--- config.mk ---
export PLATFORM = sky130hd
export DESIGN_NAME = serial_command_router_hub
export DESIGN_NICKNAME = d
export VERILOG_FILES = /design/src/hw/hub_pkg.sv /design/src/hw/char_fifo.sv /design/src/hw/serial_command_router_hub.sv
export SDC_FILE = /design/constraint.sdc
export NUM_CORES = 1
export LEC_CHECK = 0
export BUFFER_PORTS_ARGS = -buffer_cell sky130_fd_sc_hd__buf_2
export CORE_MARGIN = 1
export CORE_UTILIZATION = 45
export CTS_BUF_LIST = sky130_fd_sc_hd__clkbuf_4 sky130_fd_sc_hd__clkbuf_8
export DETAILED_ROUTE_END_ITERATION = 8
export PLACE_DENSITY_LB_ADDON = 0.15
export SLEW_MARGIN = 10
export SYNTH_ARGS = -nofsm -noshare
export SYNTH_HDL_FRONTEND = slang
export SYNTH_SLANG_ARGS = --single-unit
--- constraint.sdc ---
create_clock -name mclk -period 3.29 [get_ports mclk]
set_input_delay 0.4935 -clock mclk [delete_from_list [all_inputs] [get_ports mclk]]
set_output_delay 0.4935 -clock mclk [all_outputs]
set_load 0.1 [all_outputs]
--- src/hw/hub_pkg.sv ---
package hub_pkg;

    ////////////////////////////////////////////////////////////////////////////////
    // Timing.
    localparam int CLK_HZ = 40_000_000;
    localparam int BAUD_RATE = 9600;
    // A bit time rounds down to whole clock cycles (4166 at 40 MHz).
    localparam int BIT_CYCLES = CLK_HZ / BAUD_RATE;
    localparam int LED_PULSE_MS = 50;
    localparam int LED_PULSE_CYCLES = (CLK_HZ / 1000) * LED_PULSE_MS;

    ////////////////////////////////////////////////////////////////////////////////
    // Sizes and characters.
    localparam int NUM_DRIVES = 4;
    localparam int NUM_CHAN = NUM_DRIVES + 1;
    localparam int SEL_W = $clog2(NUM_DRIVES);
    localparam int CNT_W = 16;
    localparam int LED_W = 24;
    localparam int FIFO_DEPTH = 8;
    localparam int CHAR_W = 8;
    localparam logic [7:0] CHAR_CR = 8'h0D;
    localparam logic [7:0] CHAR_ADDR_BASE = 8'h31;
    localparam logic [3:0] TX_LAST_BIT = 4'h9;
    localparam logic [3:0] RX_LAST_BIT = 4'h7;

    ////////////////////////////////////////////////////////////////////////////////
    // States and carriers.
    typedef enum logic [3:0] {
        RX_IDLE = 4'h1,
        RX_START = 4'h2,
        RX_DATA = 4'h4,
        RX_STOP = 4'h8
    } rx_state_t;

    typedef enum logic [2:0] {
        ARB_IDLE = 3'h1,
        ARB_ADDR = 3'h2,
        ARB_BODY = 3'h4
    } arb_state_t;

    typedef enum logic {
        MODE_PROGRAM = 1'b0,
        MODE_ROUTER = 1'b1
    } power_mode_t;

    typedef struct packed {
        rx_state_t st;
        logic [CNT_W-1:0] cnt;
        logic [3:0] bitn;
        logic [7:0] sh;
        logic done;
    } rx_t;

    typedef struct packed {
        logic busy;
        logic line;
        logic [CNT_W-1:0] cnt;
        logic [3:0] bitn;
        logic [9:0] sh;
    } tx_t;

    typedef struct packed {
        logic host;
        logic [NUM_DRIVES-1:0] drive;
    } serial_lines_t;

    typedef struct packed {
        logic valid;
        power_mode_t mode;
    } mode_set_t;

    typedef struct packed {
        rx_t [NUM_CHAN-1:0] rx;
        tx_t [NUM_CHAN-1:0] tx;
        arb_state_t arb;
        logic [SEL_W-1:0] sel;
        logic cmd_first;
        logic [NUM_DRIVES-1:0] cmd_mask;
        logic [NUM_DRIVES-1:0][3:0] cr_cnt;
        logic [LED_W-1:0] led_cnt;
        logic activity;
        logic power;
        power_mode_t mode;
        logic mode_loaded;
    } hub_state_t;

endpackage : hub_pkg

--- src/hw/char_fifo.sv ---
`timescale 1ns/1ps

module char_fifo #(
    parameter int WIDTH = 8,
    parameter int DEPTH = 8
) (
    input wire logic mclk,
    input wire logic nrst,
    input wire logic ce,
    input wire logic in_valid,
    output logic in_ready,
    input wire logic [WIDTH-1:0] in_data,
    output logic out_valid,
    input wire logic out_ready,
    output logic [WIDTH-1:0] out_data
);

    localparam int AW = (DEPTH > 1) ? $clog2(DEPTH) : 1;

    typedef struct packed {
        logic [DEPTH-1:0][WIDTH-1:0] mem;
        logic [AW-1:0] rd;
        logic [AW-1:0] wr;
        logic [AW:0] cnt;
    } fifo_state_t;

    fifo_state_t st;
    fifo_state_t next_st;
    logic push;
    logic pop;

    // Full and empty come straight from the occupancy count, so they never lie.
    assign in_ready = (st.cnt != (AW+1)'(DEPTH));
    assign out_valid = (st.cnt != '0);
    assign out_data = st.mem[st.rd];
    assign push = in_valid && in_ready;
    assign pop = out_valid && out_ready;

    // Pointers wrap explicitly, so a depth that is not a power of two also works.
    always_comb begin
        next_st = st;
        if (push) begin
            next_st.mem[st.wr] = in_data;
            next_st.wr = (st.wr == AW'(DEPTH - 1)) ? '0 : st.wr + 1'b1;
        end
        if (pop) begin
            next_st.rd = (st.rd == AW'(DEPTH - 1)) ? '0 : st.rd + 1'b1;
        end
        next_st.cnt = st.cnt + (AW+1)'(push) - (AW+1)'(pop);
    end

    // State register, frozen while the clock enable is low.
    always_ff @(posedge mclk or negedge nrst) begin
        if (!nrst) begin
            st <= '0;
        end else if (ce) begin
            st <= next_st;
        end
    end

endmodule : char_fifo

--- src/hw/serial_command_router_hub.sv ---
`timescale 1ns/1ps

// Functional notes
// - Host and drive links use 9600 baud asynchronous framing, 8 data bits, one stop, no parity.
// - No flow-control lines exist; characters are taken and sent without any handshake.
// - Host commands are passed on to individual drive ports, of which there are four.
// - Commands end with carriage return 13 and a leading digit 1 to 4 picks the drive port.
// - A command without a leading address digit is broadcast to every drive port.
// - Each drive reply goes to the host with its port's address digit in front.
// - The activity indicator pulses for every command received from the host while routing; commands closer than the pulse share one flash.
// - The power indicator is lit while a powered drive sits on port 1.
// - A retained power-up mode selects router-only operation or stored-program operation.
module serial_command_router_hub #(
    parameter int BIT_TIME = hub_pkg::BIT_CYCLES,
    parameter int LED_TIME = hub_pkg::LED_PULSE_CYCLES
) (
    input wire logic mclk,
    input wire logic nrst,
    input wire logic ce,
    input wire hub_pkg::serial_lines_t serial_in,
    output hub_pkg::serial_lines_t serial_out,
    input wire logic port1_powered,
    input wire hub_pkg::power_mode_t mode_retained,
    input wire hub_pkg::mode_set_t mode_set,
    output hub_pkg::power_mode_t power_up_mode,
    output logic router_active,
    output logic link_activity_indicator,
    output logic power_indicator
);
    import hub_pkg::*;

    localparam logic [CNT_W-1:0] BIT_LAST = CNT_W'(BIT_TIME - 1);
    localparam logic [CNT_W-1:0] HALF_LAST = CNT_W'(BIT_TIME / 2 - 1);
    localparam logic [LED_W-1:0] LED_LAST = LED_W'(LED_TIME - 1);

    hub_state_t st;
    hub_state_t next_st;
    logic [NUM_CHAN-1:0] rx_line;
    logic drives_idle;
    logic cmd_in_valid;
    logic cmd_in_ready;
    logic cmd_out_valid;
    logic cmd_pop;
    logic cmd_is_addr;
    logic [7:0] cmd_out_data;
    logic [NUM_DRIVES-1:0] rep_in_valid;
    logic [NUM_DRIVES-1:0] rep_in_ready;
    logic [NUM_DRIVES-1:0] rep_out_valid;
    logic [NUM_DRIVES-1:0] rep_pop;
    logic [7:0] rep_out_data [NUM_DRIVES];
    logic pick_valid;
    logic [SEL_W-1:0] pick;

    // Starts a frame: start bit now, then data LSB first, then the stop bit.
    function automatic tx_t load_tx(input tx_t t, input logic [7:0] ch);
        tx_t r;
        r = t;
        r.busy = 1'b1;
        r.line = 1'b0;
        r.cnt = '0;
        r.bitn = '0;
        r.sh = {1'b1, ch, 1'b0};
        return r;
    endfunction : load_tx

    ////////////////////////////////////////////////////////////////////////////////
    // Pins and status outputs.

    // Channel 0 is the host, channels 1 to 4 are drive ports 1 to 4.
    assign rx_line = {serial_in.drive, serial_in.host};
    assign router_active = st.mode_loaded && (st.mode == MODE_ROUTER);
    assign power_up_mode = st.mode;
    assign link_activity_indicator = st.activity;
    assign power_indicator = st.power;

    // Serial lines come from the transmitter flip-flops; no RTS or CTS anywhere.
    always_comb begin
        serial_out.host = st.tx[0].line;
        for (int i = 0; i < NUM_DRIVES; i++) begin
            serial_out.drive[i] = st.tx[i+1].line;
        end
    end

    ////////////////////////////////////////////////////////////////////////////////
    // Buffers: one for host commands, one per drive for replies.

    // A host character is kept only while routing; a full buffer drops it.
    assign cmd_in_valid = st.rx[0].done && router_active;

    char_fifo #(.WIDTH(CHAR_W), .DEPTH(FIFO_DEPTH)) u_cmd_fifo (
        .mclk(mclk),
        .nrst(nrst),
        .ce(ce),
        .in_valid(cmd_in_valid),
        .in_ready(cmd_in_ready),
        .in_data(st.rx[0].sh),
        .out_valid(cmd_out_valid),
        .out_ready(cmd_pop),
        .out_data(cmd_out_data)
    );

    // Drives cannot be throttled, so a reply longer than the buffer loses characters.
    for (genvar p = 0; p < NUM_DRIVES; p++) begin : g_reply
        assign rep_in_valid[p] = st.rx[p+1].done && router_active;

        char_fifo #(.WIDTH(CHAR_W), .DEPTH(FIFO_DEPTH)) u_rep_fifo (
            .mclk(mclk),
            .nrst(nrst),
            .ce(ce),
            .in_valid(rep_in_valid[p]),
            .in_ready(rep_in_ready[p]),
            .in_data(st.rx[p+1].sh),
            .out_valid(rep_out_valid[p]),
            .out_ready(rep_pop[p]),
            .out_data(rep_out_data[p])
        );
    end

    ////////////////////////////////////////////////////////////////////////////////
    // Handshakes between the buffers and the transmitters.

    // Commands drain only when every drive transmitter is free, which keeps a
    // broadcast character in step on all four ports at the cost of a little speed.
    always_comb begin
        drives_idle = 1'b1;
        for (int i = 1; i < NUM_CHAN; i++) begin
            drives_idle = drives_idle && !st.tx[i].busy;
        end
        cmd_is_addr = (cmd_out_data >= CHAR_ADDR_BASE)
                   && (cmd_out_data < CHAR_ADDR_BASE + 8'(NUM_DRIVES));
        cmd_pop = router_active && cmd_out_valid && drives_idle;
        rep_pop = '0;
        if (router_active && st.arb == ARB_BODY && !st.tx[0].busy) begin
            rep_pop[st.sel] = rep_out_valid[st.sel];
        end
        // A port is ready once it holds a whole reply or its buffer is full;
        // the lowest port number wins.
        pick_valid = 1'b0;
        pick = '0;
        for (int p = NUM_DRIVES - 1; p >= 0; p--) begin
            if (st.cr_cnt[p] != 4'h0 || !rep_in_ready[p]) begin
                pick_valid = 1'b1;
                pick = SEL_W'(p);
            end
        end
    end

    ////////////////////////////////////////////////////////////////////////////////
    // Next state.

    always_comb begin
        logic [NUM_DRIVES-1:0] send_mask;
        logic cr_in;
        logic cr_out;
        send_mask = '0;
        cr_in = 1'b0;
        cr_out = 1'b0;
        next_st = st;

        // Receivers sample each bit at its centre and drop frames with a bad stop bit.
        for (int c = 0; c < NUM_CHAN; c++) begin
            next_st.rx[c].done = 1'b0;
            unique case (st.rx[c].st)
                RX_IDLE: begin
                    if (!rx_line[c]) begin
                        next_st.rx[c].st = RX_START;
                        next_st.rx[c].cnt = '0;
                    end
                end
                RX_START: begin
                    if (st.rx[c].cnt == HALF_LAST) begin
                        next_st.rx[c].cnt = '0;
                        next_st.rx[c].bitn = '0;
                        next_st.rx[c].st = rx_line[c] ? RX_IDLE : RX_DATA;
                    end else begin
                        next_st.rx[c].cnt = st.rx[c].cnt + 1'b1;
                    end
                end
                RX_DATA: begin
                    if (st.rx[c].cnt == BIT_LAST) begin
                        next_st.rx[c].cnt = '0;
                        next_st.rx[c].sh = {rx_line[c], st.rx[c].sh[7:1]};
                        next_st.rx[c].bitn = st.rx[c].bitn + 1'b1;
                        if (st.rx[c].bitn == RX_LAST_BIT) begin
                            next_st.rx[c].st = RX_STOP;
                        end
                    end else begin
                        next_st.rx[c].cnt = st.rx[c].cnt + 1'b1;
                    end
                end
                RX_STOP: begin
                    if (st.rx[c].cnt == BIT_LAST) begin
                        next_st.rx[c].done = rx_line[c];
                        next_st.rx[c].st = RX_IDLE;
                    end else begin
                        next_st.rx[c].cnt = st.rx[c].cnt + 1'b1;
                    end
                end
                default: next_st.rx[c].st = RX_IDLE;
            endcase
        end

        // Transmitters shift out ten bits: start, eight data, one stop.
        for (int c = 0; c < NUM_CHAN; c++) begin
            if (st.tx[c].busy) begin
                if (st.tx[c].cnt == BIT_LAST) begin
                    next_st.tx[c].cnt = '0;
                    next_st.tx[c].bitn = st.tx[c].bitn + 1'b1;
                    next_st.tx[c].sh = {1'b1, st.tx[c].sh[9:1]};
                    next_st.tx[c].line = st.tx[c].sh[1];
                    if (st.tx[c].bitn == TX_LAST_BIT) begin
                        next_st.tx[c].busy = 1'b0;
                        next_st.tx[c].line = 1'b1;
                    end
                end else begin
                    next_st.tx[c].cnt = st.tx[c].cnt + 1'b1;
                end
            end
        end

        // Command steering: a leading digit 1 to 4 is consumed and picks one port, any
        // other first character opens a broadcast; carriage return rearms.
        if (cmd_pop) begin
            if (st.cmd_first && cmd_is_addr) begin
                next_st.cmd_mask = '0;
                next_st.cmd_mask[SEL_W'(cmd_out_data - CHAR_ADDR_BASE)] = 1'b1;
                next_st.cmd_first = 1'b0;
            end else begin
                send_mask = st.cmd_first ? {NUM_DRIVES{1'b1}} : st.cmd_mask;
                next_st.cmd_mask = send_mask;
                next_st.cmd_first = (cmd_out_data == CHAR_CR);
                for (int i = 0; i < NUM_DRIVES; i++) begin
                    if (send_mask[i]) begin
                        next_st.tx[i+1] = load_tx(st.tx[i+1], cmd_out_data);
                    end
                end
            end
        end

        // Reply arbiter: tag, then the whole reply up to its carriage return.
        unique case (st.arb)
            ARB_IDLE: begin
                if (router_active && pick_valid && !st.tx[0].busy) begin
                    next_st.sel = pick;
                    next_st.arb = ARB_ADDR;
                end
            end
            ARB_ADDR: begin
                next_st.tx[0] = load_tx(st.tx[0], CHAR_ADDR_BASE + 8'(st.sel));
                next_st.arb = ARB_BODY;
            end
            ARB_BODY: begin
                if (rep_pop[st.sel]) begin
                    next_st.tx[0] = load_tx(st.tx[0], rep_out_data[st.sel]);
                    if (rep_out_data[st.sel] == CHAR_CR) begin
                        next_st.arb = ARB_IDLE;
                    end
                end
            end
            default: next_st.arb = ARB_IDLE;
        endcase

        // Whole-reply counts; a push and a pop in one cycle cancel, so none is lost.
        for (int p = 0; p < NUM_DRIVES; p++) begin
            cr_in = rep_in_valid[p] && rep_in_ready[p] && (st.rx[p+1].sh == CHAR_CR);
            cr_out = rep_pop[p] && (rep_out_data[p] == CHAR_CR);
            next_st.cr_cnt[p] = st.cr_cnt[p] + 4'(cr_in) - 4'(cr_out);
        end

        // Activity pulse is stretched so an eye can see it; commands closer than
        // the pulse length merge into one longer flash.
        if (cmd_in_valid && st.rx[0].sh == CHAR_CR) begin
            next_st.led_cnt = LED_LAST;
            next_st.activity = 1'b1;
        end else if (st.led_cnt != '0) begin
            next_st.led_cnt = st.led_cnt - 1'b1;
        end else begin
            next_st.activity = 1'b0;
        end

        next_st.power = port1_powered;

        // The retained mode is taken once after reset, then only changed on request.
        if (!st.mode_loaded) begin
            next_st.mode = mode_retained;
            next_st.mode_loaded = 1'b1;
        end else if (mode_set.valid) begin
            next_st.mode = mode_set.mode;
        end
    end

    ////////////////////////////////////////////////////////////////////////////////
    // State register.

    always_ff @(posedge mclk or negedge nrst) begin
        if (!nrst) begin
            st <= '0;
            for (int c = 0; c < NUM_CHAN; c++) begin
                st.rx[c].st <= RX_IDLE;
                st.tx[c].line <= 1'b1;
            end
            st.arb <= ARB_IDLE;
            st.cmd_first <= 1'b1;
        end else if (ce) begin
            st <= next_st;
        end
    end

    ////////////////////////////////////////////////////////////////////////////////
    // Checks.

    property p_tx_start;
        @(posedge mclk) disable iff (!nrst || !ce)
        $rose(st.tx[0].busy) |-> !serial_out.host ##1 !serial_out.host;
    endproperty
    a_tx_start: assert property (p_tx_start) else $error("start bit missing");

    property p_tx_stop;
        @(posedge mclk) disable iff (!nrst || !ce)
        $fell(st.tx[0].busy) |-> serial_out.host && $past(serial_out.host);
    endproperty
    a_tx_stop: assert property (p_tx_stop) else $error("stop bit missing");

    property p_rx_accept;
        @(posedge mclk) disable iff (!nrst || !ce)
        st.rx[0].done && router_active && cmd_in_ready |=> cmd_out_valid;
    endproperty
    a_rx_accept: assert property (p_rx_accept) else $error("host char not taken");

    property p_addr_steer;
        @(posedge mclk) disable iff (!nrst || !ce)
        cmd_pop && st.cmd_first && cmd_is_addr |=> $onehot(st.cmd_mask) && !st.cmd_first;
    endproperty
    a_addr_steer: assert property (p_addr_steer) else $error("address not steered");

    property p_broadcast;
        @(posedge mclk) disable iff (!nrst || !ce)
        cmd_pop && st.cmd_first && !cmd_is_addr |=> st.tx[1].busy && st.tx[2].busy
            && st.tx[3].busy && st.tx[4].busy;
    endproperty
    a_broadcast: assert property (p_broadcast) else $error("broadcast incomplete");

    property p_reply_tag;
        @(posedge mclk) disable iff (!nrst || !ce)
        st.arb == ARB_ADDR |=> st.tx[0].busy
            && st.tx[0].sh[8:1] == CHAR_ADDR_BASE + 8'($past(st.sel));
    endproperty
    a_reply_tag: assert property (p_reply_tag) else $error("reply tag wrong");

    property p_activity;
        @(posedge mclk) disable iff (!nrst || !ce)
        cmd_in_valid && st.rx[0].sh == CHAR_CR |=> link_activity_indicator [*8];
    endproperty
    a_activity: assert property (p_activity) else $error("activity not pulsed");

    property p_power;
        @(posedge mclk) disable iff (!nrst || !ce)
        1'b1 |=> power_indicator == $past(port1_powered);
    endproperty
    a_power: assert property (p_power) else $error("power lamp wrong");

    property p_mode_hold;
        @(posedge mclk) disable iff (!nrst || !ce)
        st.mode_loaded && !mode_set.valid |=> $stable(power_up_mode);
    endproperty
    a_mode_hold: assert property (p_mode_hold) else $error("mode changed");

    property p_no_interleave;
        @(posedge mclk) disable iff (!nrst || !ce)
        (rep_pop != '0) |-> $onehot(rep_pop) && rep_pop[st.sel] && st.arb == ARB_BODY;
    endproperty
    a_no_interleave: assert property (p_no_interleave) else $error("replies mixed");

    c_broadcast: cover property (@(posedge mclk) cmd_pop && st.cmd_first && !cmd_is_addr);
    c_addressed: cover property (@(posedge mclk) cmd_pop && st.cmd_first && cmd_is_addr);
    c_reply_done: cover property (@(posedge mclk) st.arb == ARB_BODY ##1 st.arb == ARB_IDLE);
    c_overflow: cover property (@(posedge mclk) (rep_in_valid & ~rep_in_ready) != '0);

endmodule : serial_command_router_hub

# --- After elaboration in Yosys (flattened, before gate mapping) ---
# Cells that the tools add are included.
totals:
  rom_bits: 0
  ramBits: 0
  latch_bits: 0
  register_bits: 749
  n_memories: 0
  wordCells: 593
  output_inout_bits: 9
classes:
  multipliers: 0
  n_reduce_logical: 113
  mux: 178
  order_cmp: 22
  n_eq_ne: 109
  shifts: 0
  add_sub_neg: 51
  div: 0
  bitwise: 2
op_table:
  columns: ["op", "count"]
  rows:
  - ["$bwmux 64", 5]
  - ["$mux 16", 20]
  - ["$pmux 16 s4", 5]
  - ["$mux 32", 9]
  - ["$mux 128", 2]
  - ["$add 16x1->16 const B", 10]
  - ["$eq 16x13->1 const B", 10]
  - ["$bmux 8 s3", 5]
  - ["$demux 8 s3", 5]
  - ["$mux 4", 27]
  - ["$mux 20", 5]
  - ["$mux 8", 12]
  - ["$eq 8x4->1 const B", 11]
  - ["$eq 16x12->1 const B", 5]
  - ["$pmux 4 s4", 5]
  - ["$mux 14", 5]
  - ["$ne 2x2->1 const B", 33]
  - ["$pmux 32 s2", 1]
  - ["$mux 12", 5]
  - ["$reduce_bool 4->1", 14]
  - ["$mux 3", 16]
  - ["$reduce_and 4->1", 11]
  - ["$logic_and 1x1->1", 43]
  - ["$add 4x1->4 const B", 10]
  - ["42 further kinds", 201]

# --- Depth between registers and ports, before layout ---
# Gate-level depths: netlist of run 1.
logic_depth:
  ltp_word: 11
  mapped_depth: 16

# --- Cells and area by module ---
# From an unflattened synthesis of run 1, not the netlist that was laid out.
hier_totals:
  hier_cells: 3343
  area_unflattened_um2: 39257.7
modules_own_cells:
  columns: ["module", "seq_area_each_um2", "area_each_um2", "n_inst", "cells_each"]
  rows:
  - ["serial_command_router_hub", 9374.0, 21006.4, 1, 2201]
  - ["char_fifo (g_reply[0].u_rep_fifo ...)", 1851.8, 3633.5, 4, 228]
  - ["char_fifo (u_cmd_fifo)", 1851.8, 3717.3, 1, 230]

# --- Worst setup path after synthesis of run 1 ---
# Ideal clock, no wire load.
synth_path:
  kind: "reg-to-reg"
  start: "register st, in the netlist power_up_mode"
  end: "register u_cmd_fifo.st[18] (netlist name)"
  path_stages_with_launch: 8
  n_path_buf: 0
  path_slack_ps: -277
  arrival_ps: 3443
  required_ps: 3165
  path_cell_list: "dfrtp_1 > nand2_1 > inv_1 > nand2_1 > a21oi_1 > nand3_1 > nor3_1 > mux2_2"
synth_via:
  elab_chain_cells: 4
synth_rtl:
  columns: ["item", "line_no", "rtl"]
  rows:
  - ["start: declaration", "serial_command_router_hub.sv:36", "hub_state_t st;"]
  - ["start signal: assignment", "serial_command_router_hub.sv:305", "st <= next_st;"]
  - ["$logic_and 1x1->1", "serial_command_router_hub.sv:71", "assign router_active = st.mode_loaded && (st.mode == MODE_ROUTER);"]
  - ["net router_active", "serial_command_router_hub.sv:26", "output logic router_active,"]
  - ["$logic_and 1x1->1", "serial_command_router_hub.sv:88", "assign cmd_in_valid = st.rx[0].done && router_active;"]
  - ["$logic_and 1x1->1", "char_fifo.sv:36", "assign push = in_valid && in_ready;"]
  - ["$reduce_and 2->1 (no source line)", null, null]
  - ["end signal: assignment", "char_fifo.sv:57", "st <= next_st;"]
  - ["end: declaration", "char_fifo.sv:27", "fifo_state_t st;"]
# The timed path passes the listed nets, and every way through them passes these cells.
# A chain may end at the register's enable or synchronous reset.

# --- Worst setup path after layout of run 1 ---
layout_path:
  start: "register u_cmd_fifo.st[8] (netlist name)"
  end: "register st[193] (netlist name)"
layout_via:
  elab_chain_cells: 7
layout_rtl:
  columns: ["item", "line_no", "rtl"]
  rows:
  - ["$bmux 8 s3 (*)", "char_fifo.sv:35", "assign out_data = st.mem[st.rd];"]
  - ["$mux 8 (implied by the code) (*)", "char_fifo.sv:35", null]
  - ["$ge 8x6->1 / $lt 8x6->1 (equally long branches)", "serial_command_router_hub.sv:129, serial_command_router_hub.sv:130", null]
  - ["$logic_and 1x1->1 (*)", "serial_command_router_hub.sv:130", "&& (cmd_out_data < CHAR_ADDR_BASE + 8'(NUM_DRIVES));"]
  - ["$logic_and 1x1->1 (*)", "serial_command_router_hub.sv:224", "if (st.cmd_first && cmd_is_addr) begin"]
  - ["$mux 128 (*)", "serial_command_router_hub.sv:224", null]
  - ["$mux 128 (*)", "serial_command_router_hub.sv:223", "if (cmd_pop) begin"]
# Every way passes the cells marked *; elsewhere a longest branch is shown, timed or not. The select of a mux whose other input is x is not followed.

==> key figures, run 1 <==
Power
  – Cell area power density: between 500 and 600 nW/um^2
  – Comb pwr share: 17.6%
  – P_sw: 7.46 mW
  – P_int: ~17 mW
  – Clock Power Share: between 30% and 40%
  – Sw Share: 30.1%
  – Flop pwr share: 44.7%
  – Leak pwr: a little over 20 nW
  – Max VDD drop: 0.000378 V

Synth
  – Synth warn: 0
  – Main combinational cell family by area after synthesis: multiplexers
  – Synth Flop Type: dfrtp_1
  – Compound-Gate Fraction of Synth Area: 9.02%
  – Yosys top cell by area: dfrtp_1
  – Register bit total from synthesis: 744
  – Post-synth EDFFs: 0
  – Avg Cell Area, Syn: 11.1 sq um
  – Synth Cell Area: 38400 sq um
  – Synth Area in Simple Gates: 14.8%
  – Post-synthesis sequential area ratio: between 40 and 50%
  – Largest cells by area after synthesis: dfrtp_1 48%, mux2_2 12%, mux4_2 4.8%
  – Synth Area in XOR/XNOR: under 10%
  – Synth unique cells: about 90
  – Adder-Cell Fraction of Synth Area: 4.22%
  – Multiplexer area fraction after synthesis: 17.9%
  – Syn nets: 3583
  – Ys async rst share: 100%
  – Area share of the largest cell type after synthesis: 47.8%
  – Gate Count Post-Synth: 3447

Clock network
  – Post-CTS Setup Repair Bufs: 0
  – Clock-pin slew on the worst setup and hold paths: approximately 0.060 ns
  – Root buffer cell: clkbuf_8
  – Num CTS Buffers: 135
  – Clk Latency, worst-skew pair: 0.80 ns
  – CTS tree: built
  – CTS H-Tree Depth: 4
  – CTS sink cnt: ~740
  – Clk buf depth: 3

Floorplanning
  – Core Region: 84000 sq um
  – Boundary Pins: 21
  – Initial Util: a little under half
  – Row cnt: 106
  – Die Span X: ~290 um
  – Die area: approximately 86000 sq um
  – Chip Height: 294 um

Place
  – GPL Wtd Cong: 0.852
  – IO Port Bufs: 20
  – Detailed Place HPWL: approximately 60000 um
  – Cell Area, Placed: 40500 sq um
  – Placement Setup Slack: -0.121 ns

Cells and area
  – Area delta synth->final: 13.8%
  – Final net count: 3737
  – Commonest non-fill, non-tap cell in the layout: dfrtp_1
  – Filler Cells Inserted: 7345
  – Register area: 18600 sq um
  – Finished Cell Area: 43700 sq um
  – Layout cell share with drive strength beyond 1: between 20% and 30%
  – Most frequent cells in the layout: 724 x dfrtp_1, 409 x mux2_2, 312 x nand2_1
  – Multi-input logic area: ~19000 sq um

Timing
  – Tcrit/Tclk final: 94.9%
  – Endpoints failing hold: 0
  – Fin. max-slew vios: 0
  – Slew @ Worst Pin: 1.20 ns
  – Fin crit period: 3.12 ns
  – Worst setup margin: 0.168 ns
  – Final setup violation count: 0
  – Fmax: between 0.3 and 0.4 GHz
  – Clock Skew: 0.0382 ns
  – Slew HR: 19.5%

Run status
  – Status: completed

Global routing
  – Largest net degree at the start of global routing: approximately 110
  – Global-route wire length before repair: 148000 um
  – Initial antenna violation count: 3
  – Total grt overflow: 0
  – Vias in the first global route: between 20000 and 30000
  – Global-route usage over all layers: approximately a fifth

Detailed routing
  – Vias/cell: 5.60
  – Vias: 27100
  – Drt drc: 0
  – DRT iter0 DRCs: ~1600
  – Post-Route WL: 88500 um
  – DR pass1 iterations: 5
  – WL/cell: roughly 18 um
  – Routed Antenna Nets: 0

Worst setup path
  – WS Path Type: reg2reg
  – Worst Path Required: 3.94 ns
  – Critical path peak fanout: 40
  – Worst setup SP type: flip-flop
  – Crit. End Element: flip-flop
  – Crit path DAT: about 3.8 ns

Flow run
  – Max Cap Viol: 0

Min path
  – HP Class: in2reg
==> cell type report <==
type	instances	share of cell area, %
flip-flops and latches	744	42.7
inverters	144	1.25
repair buffers	178	3.47
multi-input cells	2398	42.6
clock buffers	213	6.17
clock inverters	26	0.576
diodes	2	0.0115
well taps	1134	3.25
==> critical path, cell delays in order, from the launching register on <==
cell	delay, ns
dfrtp_1	0.38
buf_12	0.24
mux4_2	0.53
mux2_2	0.39
and4bb_1	0.26
o21a_1	0.23
buf_12	0.21
o31ai_2	0.42
buf_4	0.25
o22ai_1	0.08
==> synth_stat cells, types with 11 or more instances <==
cell type,instances
dfrtp_1,732
mux2_2,409
nand2_1,312
nor2_1,233
o21ai_0,159
inv_1,143
nand3_1,121
ha_1,115
clkbuf_1,111
a21oi_1,107
mux4_2,81
nor3_1,62
nand2b_1,52
xnor2_1,51
and3_1,49
nand4_1,46
xor2_1,46
mux2i_1,42
o21ai_1,33
nor4_1,32
o31ai_1,28
a21o_1,25
o221ai_1,25
or3_1,25
nor2b_1,21
o22ai_1,20
a221o_1,19
buf_2,18
or4_1,17
and2_1,16
buf_1,16
nand3b_1,16
a211oi_1,14
buf_4,13
dfstp_2,12
nand4b_1,12
a21boi_0,11
==> metal layers <==
layer  global-route usage [%]  share of wire (%)  wire, um  up-vias
met5                        0             0.0090         8        -
met4                     7.24                2.2      1970        2
met3                     3.43                3.3      2940      142
met2                     34.1                 48     42100      427
met1                     28.9                 47     41500    13700
li1                         -                  -         -    12800
==> stage by stage <==
step	power [mW]	hold WS, ns	TNS [ns]	std cells	util, %
after floorplan	14.2	0.198	0	3447	-
after global placement	15.3	0.452	0	4589	48.3
after detailed placement	15.5	0.456	-0.609	4589	48.3
after CTS	25.1	0.0305	0	4837	51.9
after global routing	26.3	0.0909	-0.0458	4839	52.0
final	24.8	0.108	0	4839	52.0
==> cells by family (layout without fill, tap and decap cells) <==
| kind of cell | after synthesis | after routing |
|---|---|---|
| compound gates | 538 | 538 |
| xor+xnor | 97 | 97 |
| fa+ha+maj | 124 | 124 |
| buf+inv | 305 | 561 |
| flops | 744 | 744 |
| mux | 535 | 535 |
| other cells | 0 | 2 |
| simple gates | 1104 | 1104 |
==> sequential cells by signal, summed over array words and instances (netlist names) <==
signal                   flops
power_indicator              1
link_activity_indicator      1
serial_out                   5
u_cmd_fifo.st               74
power_up_mode                1
g_reply.u_rep_fifo.st      296
st                         366
==> power by group through the flow <==
stage	clock network, mW	registers (mW)	logic [mW]
floorplan	0	10.9	3.29
global placement	0	11.1	4.18
detailed placement	0	11.2	4.35
CTS	9.69	11.1	4.38
global route	10.1	11.2	4.96
finish	9.37	11.1	4.35
==> repair_timing <==
| item | CTS | global route |
|---|---|---|
| gates resized for setup | 3 | 22 |
| endpoints found under the hold margin | 53 | 0 |
| endpoints found under the setup margin | 14 | 25 |
| hold buffers | 9 | 0 |
| gates cloned | 0 | 0 |
==> path summary, 6_finish.rpt <==
kind	slack, ns	end	cells after the start	from
setup reg to reg	0.17	st[193]$_DFFE_PN0P_	9	u_cmd_fifo.st[8]$_DFFE_PN0P_
hold reg to reg	0.46	serial_out[0]$_DFFE_PN1P_	2	serial_out[0]$_DFFE_PN1P_
max in group asynchronous	1.87	u_cmd_fifo.st[40]$_DFFE_PN0P_	4	nrst
min in group asynchronous	0.26	g_reply[3].u_rep_fifo.st[29]$_DFFE_PN0P_	2	nrst
setup / recovery	0.17	st[193]$_DFFE_PN0P_	9	u_cmd_fifo.st[8]$_DFFE_PN0P_
hold / removal	0.11	g_reply[1].u_rep_fifo.st[2]$_DFFE_PN0P_	3	ce
Note: power is estimated with default switching activity, not from simulation.
==> inputs of run 2 (changes only) <==
==> constraint.sdc (replaced) <==
create_clock -name mclk -period 3.29 [get_ports mclk]
set_input_delay 0.4935 -clock mclk [delete_from_list [all_inputs] [get_ports mclk]]
set_output_delay 0.4935 -clock mclk [all_outputs]
set_load 0.005 [all_outputs]
==> key figures, run 2 (same netlist as run 1, synthesis figures left out) <==
Global routing
  – Largest net degree at the start of global routing: 82 (-22%)
  – Vias in the first global route: 28500 (+0.93%)
  – Initial antenna violation count: 1 (-2)
  – Global-route wire length before repair: 150000 um (+1.2%)
  – Total grt overflow: 0 (unchanged)
  – Global-route usage over all layers: 21.4% (+0.29 points)

Cells and area
  – Final Non-Filler Cells: 4845 (+0.12%)
  – Area delta synth->final: 14.0%
  – Max reg flops: 366 (unchanged)
  – Top flop regs: st x366, g_reply.u_rep_fifo.st x296, u_cmd_fifo.st x74
  – Final net count: 3748 (+0.29%)
  – Commonest non-fill, non-tap cell in the layout: dfrtp_1
  – Most frequent cells in the layout: 727 x dfrtp_1, 409 x mux2_2, 312 x nand2_1
  – Filler Cells Inserted: 7317 (-0.38%)
  – Top reg by flops: st
  – Layout cell share with drive strength beyond 1: 26.4% (-0.10 points)

Floorplanning
  – Die Span X: 294 um (unchanged)
  – Boundary Pins: 21 (unchanged)
  – Core Region: 84000 sq um (unchanged)
  – Row cnt: 106 (unchanged)
  – Die area: 86400 sq um (unchanged)
  – Initial Util: 45.7% (unchanged)
  – Chip Height: 294 um (unchanged)

Place
  – Cell Count Post-Placement: 4596 (+0.15%)
  – Placement Setup Slack: -0.0434 ns (+0.0781 ns)
  – GPL Wtd Cong: 0.840 (-1.4%)
  – Detailed Place HPWL: 61500 um (+2.5%)
  – IO Port Bufs: 20 (unchanged)

Detailed routing
  – Routed Antenna Nets: 0 (unchanged)
  – Post-Route WL: 90100 um (+1.7%)
  – DR pass1 iterations: 7 (+2)
  – WL/cell: 18.6 um (+1.6%)
  – Drt drc: 0 (unchanged)
  – Vias/cell: 5.67 (+1.2%)
  – Vias: 27500 (+1.3%)
  – DRT iter0 DRCs: 1698 (+6.0%)

Timing
  – Worst hold slack: 0.0957 ns (-0.0122 ns)
  – Final setup violation count: 0 (unchanged)
  – Slew HR: 32.3% (+13 points)
  – Worst setup margin: 0.112 ns (-0.0554 ns)
  – Slew @ Worst Pin: 1.01 ns (-0.190 ns)
  – RSZ-0062 raised after global routing: yes
  – Clock Skew: 0.0353 ns (-0.00295 ns)
  – Fin. max-slew vios: 0 (unchanged)
  – Setup TNS: 0 ns (unchanged)
  – Endpoints failing hold: 0 (unchanged)
  – Fin crit period: 3.18 ns (+0.0554 ns)
  – Tcrit/Tclk final: 96.6% (+1.7 points)
  – Fmax: 0.315 GHz (-1.7%)

Worst setup path
  – Crit path DAT: 3.83 ns (+0.05 ns)
  – Crit-path slowest cell: fa_1
  – Critical path peak fanout: 5 (-88%)
  – WS Path Type: reg2reg
  – WP depth: 16 (+7)
  – FF-to-FF path depth: 16 (+7)
  – WP buf/inv: 4 (+1)
  – Crit. End Element: flip-flop
  – Crit path max-delay family: adder cells
  – Worst setup SP type: flip-flop
  – Worst path most repeated cell: inv_1
  – Worst Path Required: 3.95 ns (about the same)
  – Worst stage delay on the critical path: 0.37 ns (-0.16 ns)
  – Cell Chain, Critical Path: inv_1 -> ha_2 -> nor4b_4 -> mux2i_1 -> a221oi_2 -> nand2b_4 -> buf_4 -> nor2_1 -> ha_1 -> inv_1 -> ha_1 -> inv_1 -> fa_1 -> xnor2_1 -> nand2_1 -> o21ai_0

Run status
  – Status: completed

Clock network
  – Clock-pin slew on the worst setup and hold paths: 0.06 ns (about the same)
  – Root buffer cell: clkbuf_8
  – Clk buf depth: 3 (unchanged)
  – CTS sink cnt: 744 (unchanged)
  – CTS tree: built
  – Clk Latency, worst-skew pair: 0.81 ns (about the same)
  – CTS H-Tree Depth: 4 (unchanged)
  – Num CTS Buffers: 137 (+1.5%)

Power
  – Max VDD drop: 0.000429 V (+13%)
  – Leak pwr: 20.3 nW (+0.26%)
  – Pwr Total: 25.1 mW (+1.2%)
  – Cell area power density: 574 nW/um^2 (+0.99%)

Min path
  – Worst Hold Path Cells: 4 (+1)
  – HP Class: in2reg

Flow run
  – Max Cap Viol: 0 (unchanged)
[run 2: changes by cell type in the layout (fill, tap and decap cells not counted), moves of 5 or more]
cell,delta
buf_4,+8
bufinv_16,+9
clkbuf_8,-16
mux2i_1,+6
mux2i_2,-5
clkinv_2,+7
[run 2: final timing paths]
kind,start,slack [ns],end
setup / recovery,g_reply[0].u_rep_fifo.st[2]$_DFFE_PN0P_,0.11,g_reply[2].u_rep_fifo.st[2]$_DFFE_PN0P_
hold / removal,mode_set[1],0.1,power_up_mode$_DFFE_PN0P_
setup reg to reg,g_reply[0].u_rep_fifo.st[2]$_DFFE_PN0P_,0.11,g_reply[2].u_rep_fifo.st[2]$_DFFE_PN0P_
hold reg to reg,st[191]$_DFFE_PN0P_,0.46,st[191]$_DFFE_PN0P_
max in group asynchronous,nrst,1.94,g_reply[2].u_rep_fifo.st[9]$_DFFE_PN0P_
min in group asynchronous,nrst,0.33,st[361]$_DFFE_PN0P_
[run 2: worst reg2reg max path: cells and delay by family, from the launching register on]
family / cells / cell delay [ns]
AND/OR/NAND/NOR: 4 / 0.57
AO/OA/AOI/OAI: 2 / 0.39
adder cells (fa/ha/maj): 4 / 1.02
XOR/XNOR: 1 / 0.14
flip-flops: 1 / 0.36
buffers and inverters: 4 / 0.39
multiplexers: 1 / 0.16
[run 2: through the flow]
stage               cell area [sq um]  util, %
floorplan                       38400        -
finish                          43700     52.1
CTS                             43700     52.0
global route                    43700     52.1
detailed placement              40600     48.3
global placement                40600     48.3
[run 2: final cells by class]
cell class	count	area (sq um)	share of cell area (%)
Multi-Input combinational cell	2398	18600	42.5
Antenna cell	1	2.50	0.00572
Inverter	144	542	1.24
Timing Repair Buffer	187	1580	3.62
Tap cell	1134	1420	3.24
Clock inverter	41	513	1.17
Clock buffer	196	2470	5.64
Sequential cell	744	18600	42.6
[run 2: power by group]
group	switching, mW	internal, mW
Clock	4.01	5.63
Sequential	1.02	10.1
Combinational	2.42	1.91
[run 2: what timing repair did]
item / CTS / global route
gates resized for setup: 3 / 17
setup buffers: 0 / 1
setup endpoints to repair: 7 / 24
hold endpoints to repair: 73 / 0
hold buffers: 10 / 0
pin swaps: 0 / 1
[run 2: metal layers]
layer | track usage (%) | wire [um] | vias to the layer above | part of all wire [%]
met1 | 29.1 | 41600 | 14000 | 46
met5 | 0 | 0 | - | 0
met2 | 34.8 | 43200 | 506 | 48
met4 | 7.75 | 2160 | 0 | 2.4
li1 | - | - | 12800 | -
met3 | 3.23 | 3170 | 168 | 3.5
==> inputs of run 3 (changes only) <==
==> constraint.sdc (replaced) <==
create_clock -name mclk -period 4 [get_ports mclk]
set_input_delay 0.6 -clock mclk [delete_from_list [all_inputs] [get_ports mclk]]
set_output_delay 0.6 -clock mclk [all_outputs]
set_load 0.005 [all_outputs]
==> key figures, run 3 (same netlist as run 1, synthesis figures left out) <==
Detailed routing
  – Vias/cell: 5.69 (+0.40%)
  – Drt drc: 0 (unchanged)
  – Max layer used: met4
  – Post-Route WL: 88200 um (-2.1%)
  – WL/cell: 18.6 um (-0.12%)
  – Metal3 WL: 3680 um (+16%)
  – DR pass1 iterations: 5 (-2)
  – Wire length on met2: 42400 um (-1.8%)
  – DRT iter0 DRCs: 1626 (-4.2%)
  – Vias: 27000 (-1.6%)
  – Routed Antenna Nets: 0 (unchanged)
  – Metal-1 WL: 40100 um (-3.6%)

Min path
  – HP Class: in2reg
  – Hold Crit Start: serial_in[1]
  – Hold Path Sink: st[280]$_DFFE_PN0P_
  – Worst Hold Path Cells: 3 (-1)

Timing
  – Fmax: 0.278 GHz (-12%)
  – Slew @ Worst Pin: 1.10 ns (+0.0894 ns)
  – Endpoints failing hold: 0 (unchanged)
  – Final setup violation count: 0 (unchanged)
  – Fin. max-slew vios: 0 (unchanged)
  – Fin crit period: 3.59 ns (+0.417 ns)
  – Setup TNS: 0 ns (unchanged)
  – Clock Skew: 0.0291 ns (-0.00618 ns)
  – Tcrit/Tclk final: 89.9% (-6.7 points)
  – Slew HR: 26.3% (-6.0 points)
  – Worst hold slack: 0.115 ns (+0.0190 ns)
  – RSZ-0062 raised after global routing: no

Power
  – Max VDD drop: 0.000351 V (-18%)
  – Leak pwr: 19.8 nW (-2.5%)
  – Cell area power density: 470 nW/um^2 (-18%)
  – Pwr Total: 20.1 mW (-20%)

Global routing
  – Global-route wire length before repair: 146000 um (-2.3%)
  – Vias in the first global route: 27800 (-2.5%)
  – Global-route usage over all layers: 21.0% (-0.45 points)
  – Total grt overflow: 0 (unchanged)
  – Largest net degree at the start of global routing: 98 (+20%)
  – Initial antenna violation count: 1 (unchanged)

Clock network
  – Num CTS Buffers: 133 (-2.9%)
  – CTS H-Tree Depth: 4 (unchanged)
  – Clk Latency, worst-skew pair: 0.78 ns (-0.03 ns)
  – Clock-pin slew on the worst setup and hold paths: 0.06 ns (about the same)
  – Clk buf depth: 3 (unchanged)
  – Resize count post-CTS: 0 (-3)
  – CTS sink cnt: 744 (unchanged)
  – CTS tree: built
  – Root buffer cell: clkbuf_8

Worst setup path
  – Worst stage delay on the critical path: 0.48 ns (+0.11 ns)
  – R2r setup slk: 0.41 ns (+0.29 ns)
  – RR Startpoint: g_reply[0].u_rep_fifo.st[2]$_DFFE_PN0P_
  – Crit path max-delay family: adder cells
  – WS Path Type: reg2reg
  – Crit-path slowest cell: nand2b_1
  – Worst setup SP type: flip-flop
  – Cell Chain, Critical Path: inv_1 -> ha_1 -> nor4b_1 -> mux2i_1 -> a221oi_1 -> nand2b_1 -> nor2_1 -> ha_1 -> inv_1 -> ha_1 -> inv_1 -> fa_1 -> xnor2_1 -> nand2_1 -> o21ai_0
  – WP buf/inv: 3 (-1)
  – FF-to-FF path depth: 15 (-1)
  – Worst Path Required: 4.63 ns (+0.68 ns)
  – FF-to-FF End: g_reply[0].u_rep_fifo.st[2]$_DFFE_PN0P_
  – Crit. End Element: flip-flop
  – Critical path peak fanout: 9 (+4)
  – Crit path DAT: 4.22 ns (+0.39 ns)

Floorplanning
  – Chip Height: 294 um (unchanged)
  – Core Region: 84000 sq um (unchanged)
  – Die Span X: 294 um (unchanged)
  – Boundary Pins: 21 (unchanged)
  – Row cnt: 106 (unchanged)
  – Initial Util: 45.7% (unchanged)
  – Die area: 86400 sq um (unchanged)

Cells and area
  – Register area: 18600 sq um (about the same)
  – Filler Cells Inserted: 7359 (+0.57%)
  – Most frequent cells in the layout: 732 x dfrtp_1, 409 x mux2_2, 312 x nand2_1
  – Final net count: 3653 (-2.5%)
  – Max reg flops: 366 (unchanged)
  – Top reg by flops: st
  – Top flop regs: st x366, g_reply.u_rep_fifo.st x296, u_cmd_fifo.st x74
  – Layout cell share with drive strength beyond 1: 24.3% (-2.1 points)
  – Commonest non-fill, non-tap cell in the layout: dfrtp_1
  – Area delta synth->final: 11.4%
  – Finished Cell Area: 42700 sq um (-2.3%)
  – Multi-input logic area: 18500 sq um (-0.47%)

Run status
  – Status: completed

Place
  – GPL Wtd Cong: 0.842 (+0.27%)
  – IO Port Bufs: 20 (unchanged)
  – Detailed Place HPWL: 59300 um (-3.5%)
  – Cell Area, Placed: 39900 sq um (-1.6%)

Flow run
  – Max Cap Viol: 0 (unchanged)
==> run 3: worst max-delay path by stage <==
stage,start,endpoint,cells after the start
final,g_reply[0].u_rep_fifo.st[2]$_DFFE_PN0P_,g_reply[0].u_rep_fifo.st[2]$_DFFE_PN0P_,15
after global routing,g_reply[0].u_rep_fifo.st[2]$_DFFE_PN0P_,g_reply[0].u_rep_fifo.st[2]$_DFFE_PN0P_,15
after CTS,g_reply[0].u_rep_fifo.st[2]$_DFFE_PN0P_,g_reply[0].u_rep_fifo.st[2]$_DFFE_PN0P_,15
after detailed placement,g_reply[0].u_rep_fifo.st[2]$_DFFE_PN0P_,g_reply[0].u_rep_fifo.st[2]$_DFFE_PN0P_,15
after global placement,g_reply[2].u_rep_fifo.st[2]$_DFFE_PN0P_,st[34]$_DFFE_PN0P_,15
after floorplan,g_reply[1].u_rep_fifo.st[8]$_DFFE_PN0P_,st[34]$_DFFE_PN0P_,14
==> run 3: metal layers <==
layer	global-route usage (%)	vias up
met1	27.9	13700
met3	3.84	147
met5	0	-
li1	-	12600
met4	7.20	0
met2	34.5	525
==> run 3: tightest hold or removal path, cell delays in order <==
cell and delay [ns]:
buf_2 0.13, nand2_1 0.06, o2bb2ai_1 0.05
==> run 3: layout make-up <==
cell class                      count  area share (%)
Sequential cell                   744            43.6
Multi-Input combinational cell   2398            43.3
Clock buffer                      203            5.94
Tap cell                         1134            3.32
Timing Repair Buffer               96            1.94
Inverter                          144            1.27
Clock inverter                     29           0.659
Antenna cell                        1         0.00586
==> run 3: repair_timing <==
item                                   in CTS  in global routing
hold buffers                                2                  0
setup buffers                               0                  0
endpoints found under the hold margin      76                  0
==> run 3: report_power, final <==
part           switching (mW)  total (mW)  internal [mW]
logic                    1.91        3.39           1.48
clock network            3.24        7.50           4.26
registers               0.894        9.20           8.31
total                    6.05        20.1           14.0
==> run 3: through the flow <==
| stage | worst slack [ns] | instances | utilization, % |
|---|---|---|---|
| floorplan | 0.800 | 3447 | - |
| global placement | 0.502 | 4514 | 47.5 |
| detailed placement | 0.431 | 4514 | 47.5 |
| CTS | 0.414 | 4748 | 50.9 |
| global route | 0.0473 | 4749 | 50.9 |
| finish | 0.405 | 4749 | 50.9 |
